--- config.mk ---
export PLATFORM = sky130hd
export DESIGN_NAME = sadc_ctrl
export DESIGN_NICKNAME = d
export VERILOG_FILES = /design/src/hw/sadc_pkg.sv /design/src/hw/sadc_ctrl.sv /design/src/hw/sadc_tad_gen.sv
export SDC_FILE = /design/constraint.sdc
export NUM_CORES = 1
export LEC_CHECK = 0
export BUFFER_PORTS_ARGS = -buffer_cell sky130_fd_sc_hd__clkbuf_2
export CAP_MARGIN = 20
export CORE_ASPECT_RATIO = 0.5
export CORE_UTILIZATION = 58
export DETAILED_ROUTE_END_ITERATION = 16
export PLACE_DENSITY = 0.88
export SYNTH_ARGS = -nofsm -noshare
export SYNTH_HDL_FRONTEND = slang
export SYNTH_SLANG_ARGS = --single-unit
--- constraint.sdc ---
create_clock -name clock_i -period 3.2 [get_ports clock_i]
set_clock_uncertainty 0.15 [all_clocks]
set_input_delay 0.48 -clock clock_i [delete_from_list [all_inputs] [get_ports clock_i]]
set_output_delay 0.48 -clock clock_i [all_outputs]
set_load 0.02 [all_outputs]
--- src/hw/sadc_pkg.sv ---
// package: register map, field layout, codes and decoders of the converter
package sadc_pkg;

   // register offsets
   localparam logic [7:0] OFS_CTRL_A = 8'h1F;
   localparam logic [7:0] OFS_PORT_CONFIG_FIELD   = 8'h9F;
   localparam logic [7:0] OFS_RES_H  = 8'h1E;
   localparam logic [7:0] OFS_RES_L  = 8'h9E;
   localparam logic [7:0] OFS_STAT   = 8'h20;

   // field positions
   localparam int CA_CLK_LSB = 6;
   localparam int CA_CH_LSB  = 3;
   localparam int CA_GO      = 2;
   localparam int CA_PWR     = 0;
   localparam int PC_FMT     = 7;
   localparam int ST_FLAG    = 0;

   // conversion clock codes and divide ratios
   localparam logic [1:0] CLK_DIV2  = 2'h0;
   localparam logic [1:0] CLK_DIV8  = 2'h1;
   localparam logic [1:0] CLK_RC    = 2'h3;
   localparam logic [5:0] DIV2      = 6'h02;
   localparam logic [5:0] DIV8      = 6'h08;
   localparam logic [5:0] DIV32     = 6'h20;

   // converter geometry and timing
   localparam int         RES_BITS  = 10;
   localparam int         N_CH      = 5;
   localparam logic [2:0] CH_LAST   = 3'h4;
   localparam logic [2:0] RCW_LAST  = 3'h3; // one instruction cycle, 4 clocks
   localparam logic [2:0] HOLD_LAST = 3'h1; // two bit periods
   localparam logic [3:0] IDX_MSB   = 4'h9;

   // pin masks, bit n is input n
   localparam logic [4:0] PIN_ALL    = 5'h1F;
   localparam logic [4:0] PIN_NO_42  = 5'h0B;
   localparam logic [4:0] PIN_NONE   = 5'h00;
   localparam logic [4:0] PIN_NO_4   = 5'h0F;
   localparam logic [4:0] PIN_ONLY_0 = 5'h01;
   localparam logic [4:0] PIN_NO_41  = 5'h0D;

   typedef enum logic [4:0] {
      ST_IDLE   = 5'h01,
      ST_RCWAIT = 5'h02,
      ST_FIRST  = 5'h04,
      ST_BITS   = 5'h08,
      ST_HOLD   = 5'h10
   } sadc_state_t;

   // analog (non-digital) pins per port configuration code
   function automatic logic [4:0] pin_mask(input logic [3:0] cfg);
      logic [4:0] m;
      m = PIN_ALL;
      case (cfg)
         4'h4, 4'h5: m = PIN_NO_42;
         4'h6, 4'h7: m = PIN_NONE;
         4'hD:       m = PIN_NO_4;
         4'hE:       m = PIN_ONLY_0;
         4'hF:       m = PIN_NO_41;
         default:    m = PIN_ALL;
      endcase
      return m;
   endfunction

   // positive reference taken from the pin
   function automatic logic vref_pos(input logic [3:0] cfg);
      return cfg inside {4'h1, 4'h3, 4'h5, 4'h8, 4'hA, 4'hB, 4'hC, 4'hD,
                         4'hF};
   endfunction

   // negative reference taken from the pin
   function automatic logic vref_neg(input logic [3:0] cfg);
      return cfg inside {4'h8, 4'hB, 4'hC, 4'hD, 4'hF};
   endfunction

endpackage

--- src/hw/sadc_ctrl.sv ---
// successive approximation converter control with register port
//
// Behaviour
// - clock field: 00 Fosc/2, 01 Fosc/8, 10 Fosc/32, 11 internal rc
// - channel codes 000 to 100 route inputs 0 to 4
// - writing go with power on starts; go reads one while converting
// - at end: load result pair, clear go, set interrupt flag
// - power bit one runs converter; zero shuts it off
// - unimplemented control bits read zero
// - format one: right justified, top six high bits zero
// - format zero: left justified, low six low bits zero
// - config code picks positive and negative reference sources
// - config code marks each input pin analog or digital
// - two bit periods with hold capacitor disconnected after conversion
// - sleep conversion only with the rc clock
// - one result bit decided per bit period
// - clearing go aborts; result pair keeps old value
// - rc clock: wait one instruction cycle before converting
// - sleep with non-rc clock aborts and powers off; power bit stays
// - reset: converter off, pins analog, result pair untouched
//
// Strobed register access was chosen for this implementation.
`timescale 1ns/100ps
module sadc_ctrl
   import sadc_pkg::*;
(
   // clock and reset
   input  wire logic                clock_i,
   input  wire logic                resetn_i,
   // register port
   input  wire logic [7:0]          addr_i,
   input  wire logic [7:0]          wdata_i,
   input  wire logic                wr_i,
   input  wire logic                rd_i,
   output logic      [7:0]          rdata_o,
   // system
   input  wire logic                sleep_i,
   input  wire logic                rc_osc_i,
   output logic                     conv_interrupt_flag_o,
   // analog front end
   input  wire logic                comp_i,
   output logic                     conv_power_o,
   output logic                     sample_o,
   output logic      [N_CH-1:0]     chan_sel_o,
   output logic      [RES_BITS-1:0] dac_code_o,
   output logic      [N_CH-1:0]     analog_pin_o,
   output logic                     vref_pos_pin_o,
   output logic                     vref_neg_pin_o
);

   sadc_state_t         state_r;
   sadc_state_t         state_nxt;
   logic [1:0]          clk_r;
   logic [2:0]          ch_r;
   logic                go_r;
   logic                go_nxt;
   logic                pwr_r;
   logic                fmt_r;
   logic [3:0]          cfg_r;
   logic                flag_r;
   logic                flag_nxt;
   logic [7:0]          res_h_r;
   logic [7:0]          res_l_r;
   logic [3:0]          idx_r;
   logic [3:0]          idx_nxt;
   logic [RES_BITS-1:0] sar_r;
   logic [RES_BITS-1:0] sar_nxt;
   logic [2:0]          cnt_r;
   logic [2:0]          cnt_nxt;
   logic                comp1_r;
   logic                comp2_r;
   logic                comp3_r;
   logic                comp_lvl_r;
   logic [7:0]          rdata_nxt;

   // address decode and events
   logic                wr_ca;
   logic                wr_pc;
   logic                wr_rh;
   logic                wr_rl;
   logic                wr_st;
   logic                busy;
   logic                rc_sel;
   logic                sleep_kill;
   logic                tick;
   logic                start;
   logic                abort;
   logic                last_bit;
   logic                done;
   logic                hold_end;
   logic [RES_BITS-1:0] trial;
   logic [RES_BITS-1:0] final_res;
   logic [7:0]          load_h;
   logic [7:0]          load_l;
   logic                sample_nxt;

   assign wr_ca      = wr_i && (addr_i == OFS_CTRL_A);
   assign wr_pc      = wr_i && (addr_i == OFS_PORT_CONFIG_FIELD);
   assign wr_rh      = wr_i && (addr_i == OFS_RES_H);
   assign wr_rl      = wr_i && (addr_i == OFS_RES_L);
   assign wr_st      = wr_i && (addr_i == OFS_STAT);
   assign busy       = (state_r == ST_RCWAIT) || (state_r == ST_FIRST) ||
                       (state_r == ST_BITS);
   assign rc_sel     = (clk_r == CLK_RC);
   assign sleep_kill = sleep_i && !rc_sel;
   // a start needs power already on, not set in the same write
   assign start      = wr_ca && wdata_i[CA_GO] && pwr_r && !sleep_kill &&
                       (state_r == ST_IDLE);
   // abort by go clear, power off or sleep on a system clock
   assign abort      = busy && ((wr_ca && !wdata_i[CA_GO]) || !pwr_r ||
                       (wr_ca && !wdata_i[CA_PWR]) ||
                       sleep_kill);
   assign last_bit   = (state_r == ST_BITS) && tick && (idx_r == 4'h0);
   assign done       = last_bit && !abort;
   assign hold_end   = (state_r == ST_HOLD) && tick && (cnt_r == HOLD_LAST);

   // trial code for the bit under test and the finished result
   assign trial      = sar_r | (10'h001 << idx_r);
   assign final_res  = comp_lvl_r ? trial : sar_r;
   assign load_h     = fmt_r ? {6'h00, final_res[9:8]}
                             : final_res[9:2];
   assign load_l     = fmt_r ? final_res[7:0]
                             : {final_res[1:0], 6'h00};

   // bit period ticks from the selected clock source
   sadc_tad_gen u_tad (
      .clock_i   (clock_i),
      .resetn_i  (resetn_i),
      .run_i     (state_r != ST_IDLE),
      .clk_sel_i (clk_r),
      .rc_osc_i  (rc_osc_i),
      .tick_o    (tick)
   );

   // sequencer: rc wait, first segment, ten bit periods, hold-off
   always_comb begin
      state_nxt = state_r;
      cnt_nxt   = 3'h0;
      idx_nxt   = idx_r;
      sar_nxt   = sar_r;
      unique case (state_r)
         ST_IDLE: begin
            if (start) begin
               state_nxt = rc_sel ? ST_RCWAIT : ST_FIRST;
            end
         end
         ST_RCWAIT: begin
            cnt_nxt = cnt_r + 3'h1;
            if (abort) begin
               state_nxt = ST_HOLD;
               cnt_nxt   = 3'h0;
            end else if (cnt_r == RCW_LAST) begin
               state_nxt = ST_FIRST;
               cnt_nxt   = 3'h0;
            end
         end
         ST_FIRST: begin
            if (abort) begin
               state_nxt = ST_HOLD;
            end else if (tick) begin
               state_nxt = ST_BITS;
               idx_nxt   = IDX_MSB;
               sar_nxt   = '0;
            end
         end
         ST_BITS: begin
            if (abort) begin
               state_nxt = ST_HOLD;
            end else if (tick) begin
               sar_nxt = final_res;
               if (idx_r == 4'h0) begin
                  state_nxt = ST_HOLD;
               end else begin
                  idx_nxt = idx_r - 4'h1;
               end
            end
         end
         ST_HOLD: begin
            cnt_nxt = tick ? cnt_r + 3'h1 : cnt_r;
            if (hold_end) begin
               state_nxt = ST_IDLE;
               cnt_nxt   = 3'h0;
            end
         end
         default: begin
            state_nxt = ST_IDLE;
         end
      endcase
   end

   // sequencer registers
   always_ff @(posedge clock_i or negedge resetn_i) begin
      if (!resetn_i) begin
         state_r <= ST_IDLE;
         cnt_r   <= 3'h0;
         idx_r   <= 4'h0;
         sar_r   <= '0;
      end else begin
         state_r <= state_nxt;
         cnt_r   <= cnt_nxt;
         idx_r   <= idx_nxt;
         sar_r   <= sar_nxt;
      end
   end

   // comparator synchroniser; a change counts when stages two and three agree
   always_ff @(posedge clock_i or negedge resetn_i) begin
      if (!resetn_i) begin
         comp1_r    <= 1'b0;
         comp2_r    <= 1'b0;
         comp3_r    <= 1'b0;
         comp_lvl_r <= 1'b0;
      end else begin
         comp1_r    <= comp_i;
         comp2_r    <= comp1_r;
         comp3_r    <= comp2_r;
         comp_lvl_r <= (comp2_r == comp3_r) ? comp3_r : comp_lvl_r;
      end
   end

   // go bit and interrupt flag; the hardware set beats a software clear
   assign go_nxt   = start ? 1'b1 : (done || abort) ? 1'b0 : go_r;
   assign flag_nxt = done ? 1'b1 :
                     wr_st ? wdata_i[ST_FLAG] : flag_r;

   // control registers
   always_ff @(posedge clock_i or negedge resetn_i) begin
      if (!resetn_i) begin
         clk_r  <= 2'h0;
         ch_r   <= 3'h0;
         pwr_r  <= 1'b0;
         go_r   <= 1'b0;
         fmt_r  <= 1'b0;
         cfg_r  <= 4'h0;
         flag_r <= 1'b0;
      end else begin
         if (wr_ca) begin
            clk_r <= wdata_i[CA_CLK_LSB +: 2];
            ch_r  <= wdata_i[CA_CH_LSB +: 3];
            pwr_r <= wdata_i[CA_PWR];
         end
         if (wr_pc) begin
            fmt_r <= wdata_i[PC_FMT];
            cfg_r <= wdata_i[3:0];
         end
         go_r   <= go_nxt;
         flag_r <= flag_nxt;
      end
   end

   // result pair has no reset so a reset leaves it untouched
   always_ff @(posedge clock_i) begin
      if (done) begin
         res_h_r <= load_h;
         res_l_r <= load_l;
      end else begin
         if (wr_rh) begin
            res_h_r <= wdata_i;
         end
         if (wr_rl) begin
            res_l_r <= wdata_i;
         end
      end
   end

   // read mux; unimplemented bits and unmapped addresses read zero
   assign rdata_nxt =
      (addr_i == OFS_CTRL_A) ? {clk_r, ch_r, go_r, 1'b0, pwr_r} :
      (addr_i == OFS_PORT_CONFIG_FIELD)   ? {fmt_r, 3'h0, cfg_r} :
      (addr_i == OFS_RES_H)  ? res_h_r :
      (addr_i == OFS_RES_L)  ? res_l_r :
      (addr_i == OFS_STAT)   ? {7'h00, flag_r} : 8'h00;

   // sample switch closed only while idle or waiting for the rc clock
   assign sample_nxt = pwr_r && !sleep_kill &&
      ((state_nxt == ST_IDLE) || (state_nxt == ST_RCWAIT));

   // registered outputs to the analog side and the bus
   always_ff @(posedge clock_i or negedge resetn_i) begin
      if (!resetn_i) begin
         rdata_o        <= 8'h00;
         conv_power_o   <= 1'b0;
         sample_o       <= 1'b0;
         chan_sel_o     <= '0;
         dac_code_o     <= '0;
         analog_pin_o   <= PIN_ALL;
         vref_pos_pin_o <= 1'b0;
         vref_neg_pin_o <= 1'b0;
      end else begin
         rdata_o        <= rd_i ? rdata_nxt : 8'h00;
         conv_power_o   <= pwr_r && !sleep_kill;
         sample_o       <= sample_nxt;
         chan_sel_o     <= (pwr_r && ch_r <= CH_LAST) ?
                           5'(5'h01 << ch_r) : 5'h00;
         dac_code_o     <= (state_r == ST_BITS) ? trial : '0;
         analog_pin_o   <= pin_mask(cfg_r);
         vref_pos_pin_o <= vref_pos(cfg_r);
         vref_neg_pin_o <= vref_neg(cfg_r);
      end
   end

   assign conv_interrupt_flag_o = flag_r;
endmodule

--- src/hw/sadc_tad_gen.sv ---
// bit period tick generator: system clock divider or synchronised rc clock
`timescale 1ns/100ps
module sadc_tad_gen
   import sadc_pkg::*;
(
   // clock and reset
   input  wire logic       clock_i,
   input  wire logic       resetn_i,
   // control
   input  wire logic       run_i,
   input  wire logic [1:0] clk_sel_i,
   input  wire logic       rc_osc_i,
   // tick
   output logic            tick_o
);

   logic [5:0] cnt_r;
   logic [5:0] cnt_nxt;
   logic [5:0] div;
   logic       div_hit;
   logic       rc1_r;
   logic       rc2_r;
   logic       rc3_r;
   logic       rc_lvl_r;
   logic       rc_rise;
   logic       tick_nxt;

   // divider selection and rc edge detection on the settled level
   assign div      = (clk_sel_i == CLK_DIV2) ? DIV2 :
                     (clk_sel_i == CLK_DIV8) ? DIV8 : DIV32;
   assign div_hit  = (cnt_r == div - 6'h01);
   assign cnt_nxt  = (!run_i || div_hit) ? 6'h00 : cnt_r + 6'h01;
   assign rc_rise  = (rc2_r == rc3_r) && rc3_r && !rc_lvl_r;
   assign tick_nxt = run_i && ((clk_sel_i == CLK_RC) ? rc_rise : div_hit);

   // divider counter and tick register
   always_ff @(posedge clock_i or negedge resetn_i) begin
      if (!resetn_i) begin
         cnt_r  <= 6'h00;
         tick_o <= 1'b0;
      end else begin
         cnt_r  <= cnt_nxt;
         tick_o <= tick_nxt;
      end
   end

   // three stage synchroniser for the rc oscillator
   always_ff @(posedge clock_i or negedge resetn_i) begin
      if (!resetn_i) begin
         rc1_r    <= 1'b0;
         rc2_r    <= 1'b0;
         rc3_r    <= 1'b0;
         rc_lvl_r <= 1'b0;
      end else begin
         rc1_r    <= rc_osc_i;
         rc2_r    <= rc1_r;
         rc3_r    <= rc2_r;
         rc_lvl_r <= (rc2_r == rc3_r) ? rc3_r : rc_lvl_r;
      end
   end

endmodule

==> results.sh, run 1 <==
export IMPL_vias_per_cell=5.87
export IMPL_peakVddDrop_uv=338
export IMPL_synth_top_area_share=0.413
export IMPL_fin_nets=528
export IMPL_synth_area_mm2=0.00460
export IMPL_cpMaxStageDelayCell="dfrtp_1"
export IMPL_mostFrequentLayoutCells="76 x dfrtp_1, 54 x clkbuf_2, 50 x nor2_1, 36 x nand2_1, 33 x a21oi_1"
export IMPL_final_area_mm2=0.00530
export IMPL_post_layout_nonfiller_instances=607
export IMPL_core_area_mm2=0.00751
export IMPL_dpl_cell_area_mm2=0.00495
export IMPL_ys_seq_area_frac=0.552
export IMPL_cts_buffer_depth=2
export IMPL_fin_crit_ns=2.65
export IMPL_ys_ff_latch=98
export IMPL_power_leakage_uw=0.00238
export IMPL_ctsResizeCount=0
export IMPL_synth_xor_area_frac=0.0133
export IMPL_routedWlPerCell_um=16.3
export IMPL_syn2layout_area_growth_pct=15.2
export IMPL_rsz0062_at_grt="false"
export IMPL_synthAdderAreaFrac=0.0321
export IMPL_die_h_um=65.0
export IMPL_hp_start="rc_osc_i"
export IMPL_syn_nets=475
export IMPL_grt_max_degree=83
export IMPL_synth_top_cells_by_area="dfrtp_1 41%, edfxtp_1 10%, nor2_1 4.1%"
export IMPL_numPortBuffers=55
export IMPL_post_cts_setup_buffers=0
export IMPL_rows=22
export IMPL_end_kind="flip-flop"
export IMPL_final_setup_tns_ns=0
export IMPL_synth_top_family_by_area="simple AND/OR/NAND/NOR gates"
export IMPL_final_hold_viol_count=0
export IMPL_final_common_cell="dfrtp_1"
export IMPL_setup_slack_ns=0.554
export IMPL_worst_pin_slew_ns=0.708
export IMPL_yosys_area_share_simple=0.169
export IMPL_hpwl_um=6840
export IMPL_grt_pass1_vias=3295
export IMPL_cts_made_buffers=9
export IMPL_synth_edf_count=16
export IMPL_cts_tree="done"
export IMPL_fmaxAchievable_mhz=378
export IMPL_synthesis_instances=441
export IMPL_synth_compound_area_frac=0.148
export IMPL_io_pins=56
export IMPL_path_buf_inv=3
export IMPL_grt_pass1_wl_um=16400
export IMPL_gr_total_overflow=0
export IMPL_cp_depth=8
export IMPL_synth_async_reset_ratio=0.837
export IMPL_cpPeakStageDelay_ns=0.42
export IMPL_grt_use_total=0.263
export IMPL_crit_path_cell_trace="inv_1 -> ha_1 -> nor3b_2 -> buf_4 -> and4_1 -> nand3_1 -> o21ai_0 -> clkbuf_4"
export IMPL_dp_slack_ns=0.530
export IMPL_cp_top_family="simple AND/OR/NAND/NOR gates"
export IMPL_antenna_found_initial=0
export IMPL_gp_congestion=0.863
export IMPL_synth_top_flop_cell="dfrtp_1"
export IMPL_dp_cells=588
export IMPL_pwr_density_cell_mw_per_mm2=514
export IMPL_drc_errors=0
export IMPL_start_util=0.613
export IMPL_worstSetupPathType="flip-flop to flip-flop"
export IMPL_synth_top_area_cell="dfrtp_1"
export IMPL_wl_um=9900
export IMPL_min_path_type="input pin to flip-flop"
export IMPL_max_cap_violations=0
export IMPL_nFillCells=539
export IMPL_clkTransAtPathRegs_ns=0.06
export IMPL_r2r_end="res_l_r[2]$_DFFE_PP_"
export IMPL_ys_types=58
export IMPL_drive_gt1_frac=0.214
export IMPL_hold_end="u_tad.rc1_r$_DFF_PN0_"
export IMPL_antenna_left=0
export IMPL_first_pass_iters=5
export IMPL_htreeDepth=3
export IMPL_arrival_ns=2.56
export IMPL_die_area_mm2=0.00832
export IMPL_fin_crit_sh=0.827
export IMPL_synthMuxAreaShare=0.0495
export IMPL_syn_avg_cell_area_um2=10.4
export IMPL_reg2regPathDepth=8
export IMPL_r2r_start="idx_r[0]$_DFFE_PN0P_"
export IMPL_cts_root_buf="clkbuf_16"
export IMPL_clk_latency_ns=0.35
export IMPL_insertedDiodeCount=0
export IMPL_cts_sinks=98
export IMPL_ys_warnings_count=0
export IMPL_vias=3562
export IMPL_slew_violations=0
export IMPL_postCtsHoldBufs=0
export IMPL_relSlewSlack=0.527
export IMPL_whs_path_depth=1
export IMPL_setup_viol=0
export IMPL_die_w_um=128
export IMPL_crit_path_start_kind="flip-flop"
export IMPL_reg2reg_slack_ns=0.55
export IMPL_required_ns=3.11
export IMPL_status="completed"
export IMPL_drt_initial_drc_count=602
export IMPL_cp_max_fo=9
## per-layer routing
layer	part of all wire	vias to the layer above	GRT usage
met5	0	-	0
met4	0.029	0	0.121
met3	0.065	29	0.0694
met2	0.45	142	0.394
met1	0.45	1712	0.360
li1	-	1679	-
## power breakdown
part	total (uW)	switching (uW)	internal, uW	leakage (uW)
Clock	1110	472	636	0.000154
Combinational	254	151	103	0.000998
Sequential	1370	51.8	1310	0.00123
Total	2730	675	2050	0.00238
## final cells by class
cell class | count | area [um^2] | area share
Timing Repair Buffer | 64 | 368 | 0.0694
Tap cell | 108 | 135 | 0.0255
Inverter | 14 | 52.6 | 0.00991
Clock buffer | 10 | 239 | 0.0451
Clock inverter | 6 | 71.3 | 0.0134
Sequential cell | 98 | 2540 | 0.479
Multi-Input combinational cell | 307 | 1900 | 0.358
## registers in the layout, summed over array words and instances (netlist names), 2 cells and up
register and count:
sar_r 10, u_tad.cnt_r 6, ch_r 3, dac_code_o 10, res_l_r 8, clk_r 2, rdata_o 8, state_r 5
res_h_r 8, analog_pin_o 5, cfg_r 4, cnt_r 3, chan_sel_o 5, idx_r 4
## kinds of logic (layout without fill, tap and decap cells)
kind of cell | Yosys count | after routing
xor+xnor | 7 | 7
compound gates | 110 | 110
mux | 21 | 21
buf+inv | 36 | 94
flops | 98 | 98
simple gates | 157 | 157
fa+ha+maj | 12 | 12
## cell usage after synthesis, types with 6 or more instances
| cell type | instances |
|---|---|
| dfstp_2 | 6 |
| o21ai_0 | 28 |
| buf_2 | 7 |
| nand2_1 | 36 |
| and2_1 | 8 |
| mux2i_1 | 7 |
| a31oi_1 | 11 |
| clkbuf_1 | 11 |
| nand4_1 | 9 |
| dfrtp_1 | 76 |
| edfxtp_1 | 16 |
| nand2b_1 | 6 |
| and3_1 | 6 |
| nor2b_1 | 6 |
| nor2_1 | 50 |
| mux2_2 | 14 |
| inv_1 | 14 |
| ha_1 | 11 |
| a21oi_1 | 33 |
| nand3_1 | 14 |
## stage by stage
step / power [uW] / hold WS [ns] / utilization
floorplan: 1550 / 0.0344 / -
global placement: 1630 / 0.185 / 0.659
detailed placement: 1630 / 0.193 / 0.659
CTS: 2730 / 0.0782 / 0.700
global route: 2830 / 0.0778 / 0.706
finish: 2730 / 0.0879 / 0.706
## worst max-delay path by stage
| stage | start | slack [ns] | end |
|---|---|---|---|
| final | idx_r[0]$_DFFE_PN0P_ | 0.55 | res_l_r[2]$_DFFE_PP_ |
| after floorplan | idx_r[0]$_DFFE_PN0P_ | 0.59 | res_l_r[0]$_DFFE_PP_ |
| after global routing | idx_r[0]$_DFFE_PN0P_ | 0.41 | res_l_r[2]$_DFFE_PP_ |
| after detailed placement | sleep_i | 0.53 | res_l_r[7]$_DFFE_PP_ |
| after global placement | addr_i[7] | 0.69 | idx_r[3]$_DFFE_PN0P_ |
| after CTS | idx_r[0]$_DFFE_PN0P_ | 0.44 | res_l_r[2]$_DFFE_PP_ |
## worst reg2reg max path, cell delays in order, from the launching register on
cell	delay, ns
dfrtp_1	0.42
inv_1	0.15
ha_1	0.30
nor3b_2	0.20
buf_4	0.17
and4_1	0.25
nand3_1	0.22
o21ai_0	0.24
clkbuf_4	0.26
Note: power is estimated with default switching activity, not from simulation.
==> run 2, diff against run 1 <==
CORE_UTILIZATION = 52   (was 58)
PLACE_DENSITY = 0.83   (was 0.88)
clock period = 2.4 ns   (was 3.2 ns; I/O delays follow)
==> results.sh, run 2 (synthesis results as in run 1) <==
export IMPL_worst_pin_slew_ns=0.466
export IMPL_slew_violations=0
export IMPL_setup_slack_ns=0.170
export IMPL_grt_max_degree=49
export IMPL_reg2regPathDepth=8
export IMPL_peakVddDrop_uv=365
export IMPL_grt_use_total=0.232
export IMPL_die_area_mm2=0.00926
export IMPL_dp_cells=606
export IMPL_drive_gt1_frac=0.236
export IMPL_vias_per_cell=5.87
export IMPL_cts_buffer_depth=2
export IMPL_final_hold_viol_count=0
export IMPL_clkTransAtPathRegs_ns=0.06
export IMPL_io_pins=56
export IMPL_drc_errors=0
export IMPL_min_path_type="input pin to flip-flop"
export IMPL_start_util=0.556
export IMPL_grt_pass1_vias=3282
export IMPL_rsz0062_at_grt="false"
export IMPL_final_setup_tns_ns=0
export IMPL_final_area_mm2=0.00542
export IMPL_vias=3670
export IMPL_first_pass_iters=5
export IMPL_rows=23
export IMPL_cts_tree="done"
export IMPL_gp_congestion=0.881
export IMPL_fin_nets=542
export IMPL_fmaxAchievable_mhz=448
export IMPL_power_leakage_uw=0.00244
export IMPL_post_layout_nonfiller_instances=625
export IMPL_die_w_um=135
export IMPL_hpwl_um=7440
export IMPL_arrival_ns=2.16
export IMPL_fin_crit_ns=2.23
export IMPL_drt_initial_drc_count=392
export IMPL_wl_um=10300
export IMPL_grt_pass1_wl_um=16000
export IMPL_dpl_cell_area_mm2=0.00508
export IMPL_cp_max_fo=12
export IMPL_whs_path_depth=2
export IMPL_syn2layout_area_growth_pct=17.6
export IMPL_end_kind="flip-flop"
export IMPL_clk_latency_ns=0.35
export IMPL_timing_hold_ws_ns=0.130
export IMPL_crit_path_start_kind="flip-flop"
export IMPL_max_cap_violations=0
export IMPL_status="completed"
export IMPL_top_regs="dac_code_o: 10 flops, sar_r: 10 flops"
export IMPL_multi_input_area_mm2=0.00191
export IMPL_setup_viol=0
export IMPL_pwr_density_cell_mw_per_mm2=669
export IMPL_dp_slack_ns=0.156
export IMPL_nFillCells=640
export IMPL_htreeDepth=3
export IMPL_gr_total_overflow=0
export IMPL_relSlewSlack=0.689
export IMPL_worstSetupPathType="flip-flop to flip-flop"
export IMPL_core_area_mm2=0.00829
export IMPL_mostFrequentLayoutCells="76 x dfrtp_1, 54 x clkbuf_2, 50 x nor2_1, 36 x nand2_1, 33 x a21oi_1"
export IMPL_antenna_found_initial=0
export IMPL_insertedDiodeCount=0
export IMPL_cts_root_buf="clkbuf_16"
export IMPL_cts_sinks=98
export IMPL_routedWlPerCell_um=16.5
export IMPL_die_h_um=68.5
export IMPL_required_ns=2.33
export IMPL_fin_crit_sh=0.929
export IMPL_numPortBuffers=55
export IMPL_final_common_cell="dfrtp_1"
export IMPL_seq_area_mm2=0.00254
export IMPL_antenna_left=0
export IMPL_cts_made_buffers=9
-- run 2: layout make-up --
class                           count  share of cell area
Clock buffer                        9              0.0416
Clock inverter                      7              0.0139
Inverter                           14             0.00970
Multi-Input combinational cell    307               0.353
Sequential cell                    98               0.469
Tap cell                          112              0.0259
Timing Repair Buffer               78              0.0869
-- run 2: what timing repair did --
| item | in CTS | in global routing |
|---|---|---|
| setup endpoints to repair | 0 | 21 |
| hold buffers | 3 | 0 |
| hold endpoints to repair | 35 | 0 |
| gates resized for setup | 0 | 1 |
| buffers inserted | 0 | 0 |
-- run 2: worst paths after layout --
check,startpoint,endpoint,slack (ns)
hold / removal,wdata_i[5],ch_r[2]$_DFFE_PN0N_,0.13
setup / recovery,idx_r[0]$_DFFE_PN0P_,res_l_r[0]$_DFFE_PP_,0.17
setup reg to reg,idx_r[0]$_DFFE_PN0P_,res_l_r[0]$_DFFE_PP_,0.17
hold reg to reg,u_tad.rc1_r$_DFF_PN0_,u_tad.rc2_r$_DFF_PN0_,0.20
max in group asynchronous,resetn_i,analog_pin_o[2]$_DFF_PN1_,1.08
min in group asynchronous,resetn_i,comp1_r$_DFF_PN0_,0.36
-- run 2: stage by stage --
step,util,total power (uW)
floorplan,-,2060
global placement,0.613,2200
detailed placement,0.613,2210
CTS,0.653,3650
global route,0.654,3750
finish,0.654,3620
-- run 2: critical path, stage by stage, from the launching register on --
cell and delay (ns):
dfrtp_1 0.42, inv_1 0.15, ha_1 0.19, nor3b_4 0.19, and4_1 0.29, nand3_2 0.15, buf_4 0.23, nand2_1 0.10
o21ai_0 0.10
-- run 2: report_power, final --
part / internal (uW) / leakage [uW] / switching [uW]
sequential: 1750 / 0.00123 / 64.7
combinational: 153 / 0.00106 / 215
clock: 816 / 0.000151 / 623
-- run 2: layer usage --
metal  up-vias  track usage  part of all wire
met3        19       0.0643             0.083
met2       162        0.387              0.47
met4         0       0.0772             0.014
li1       1711            -                 -
met5         -            0                 0
met1      1778        0.300              0.44
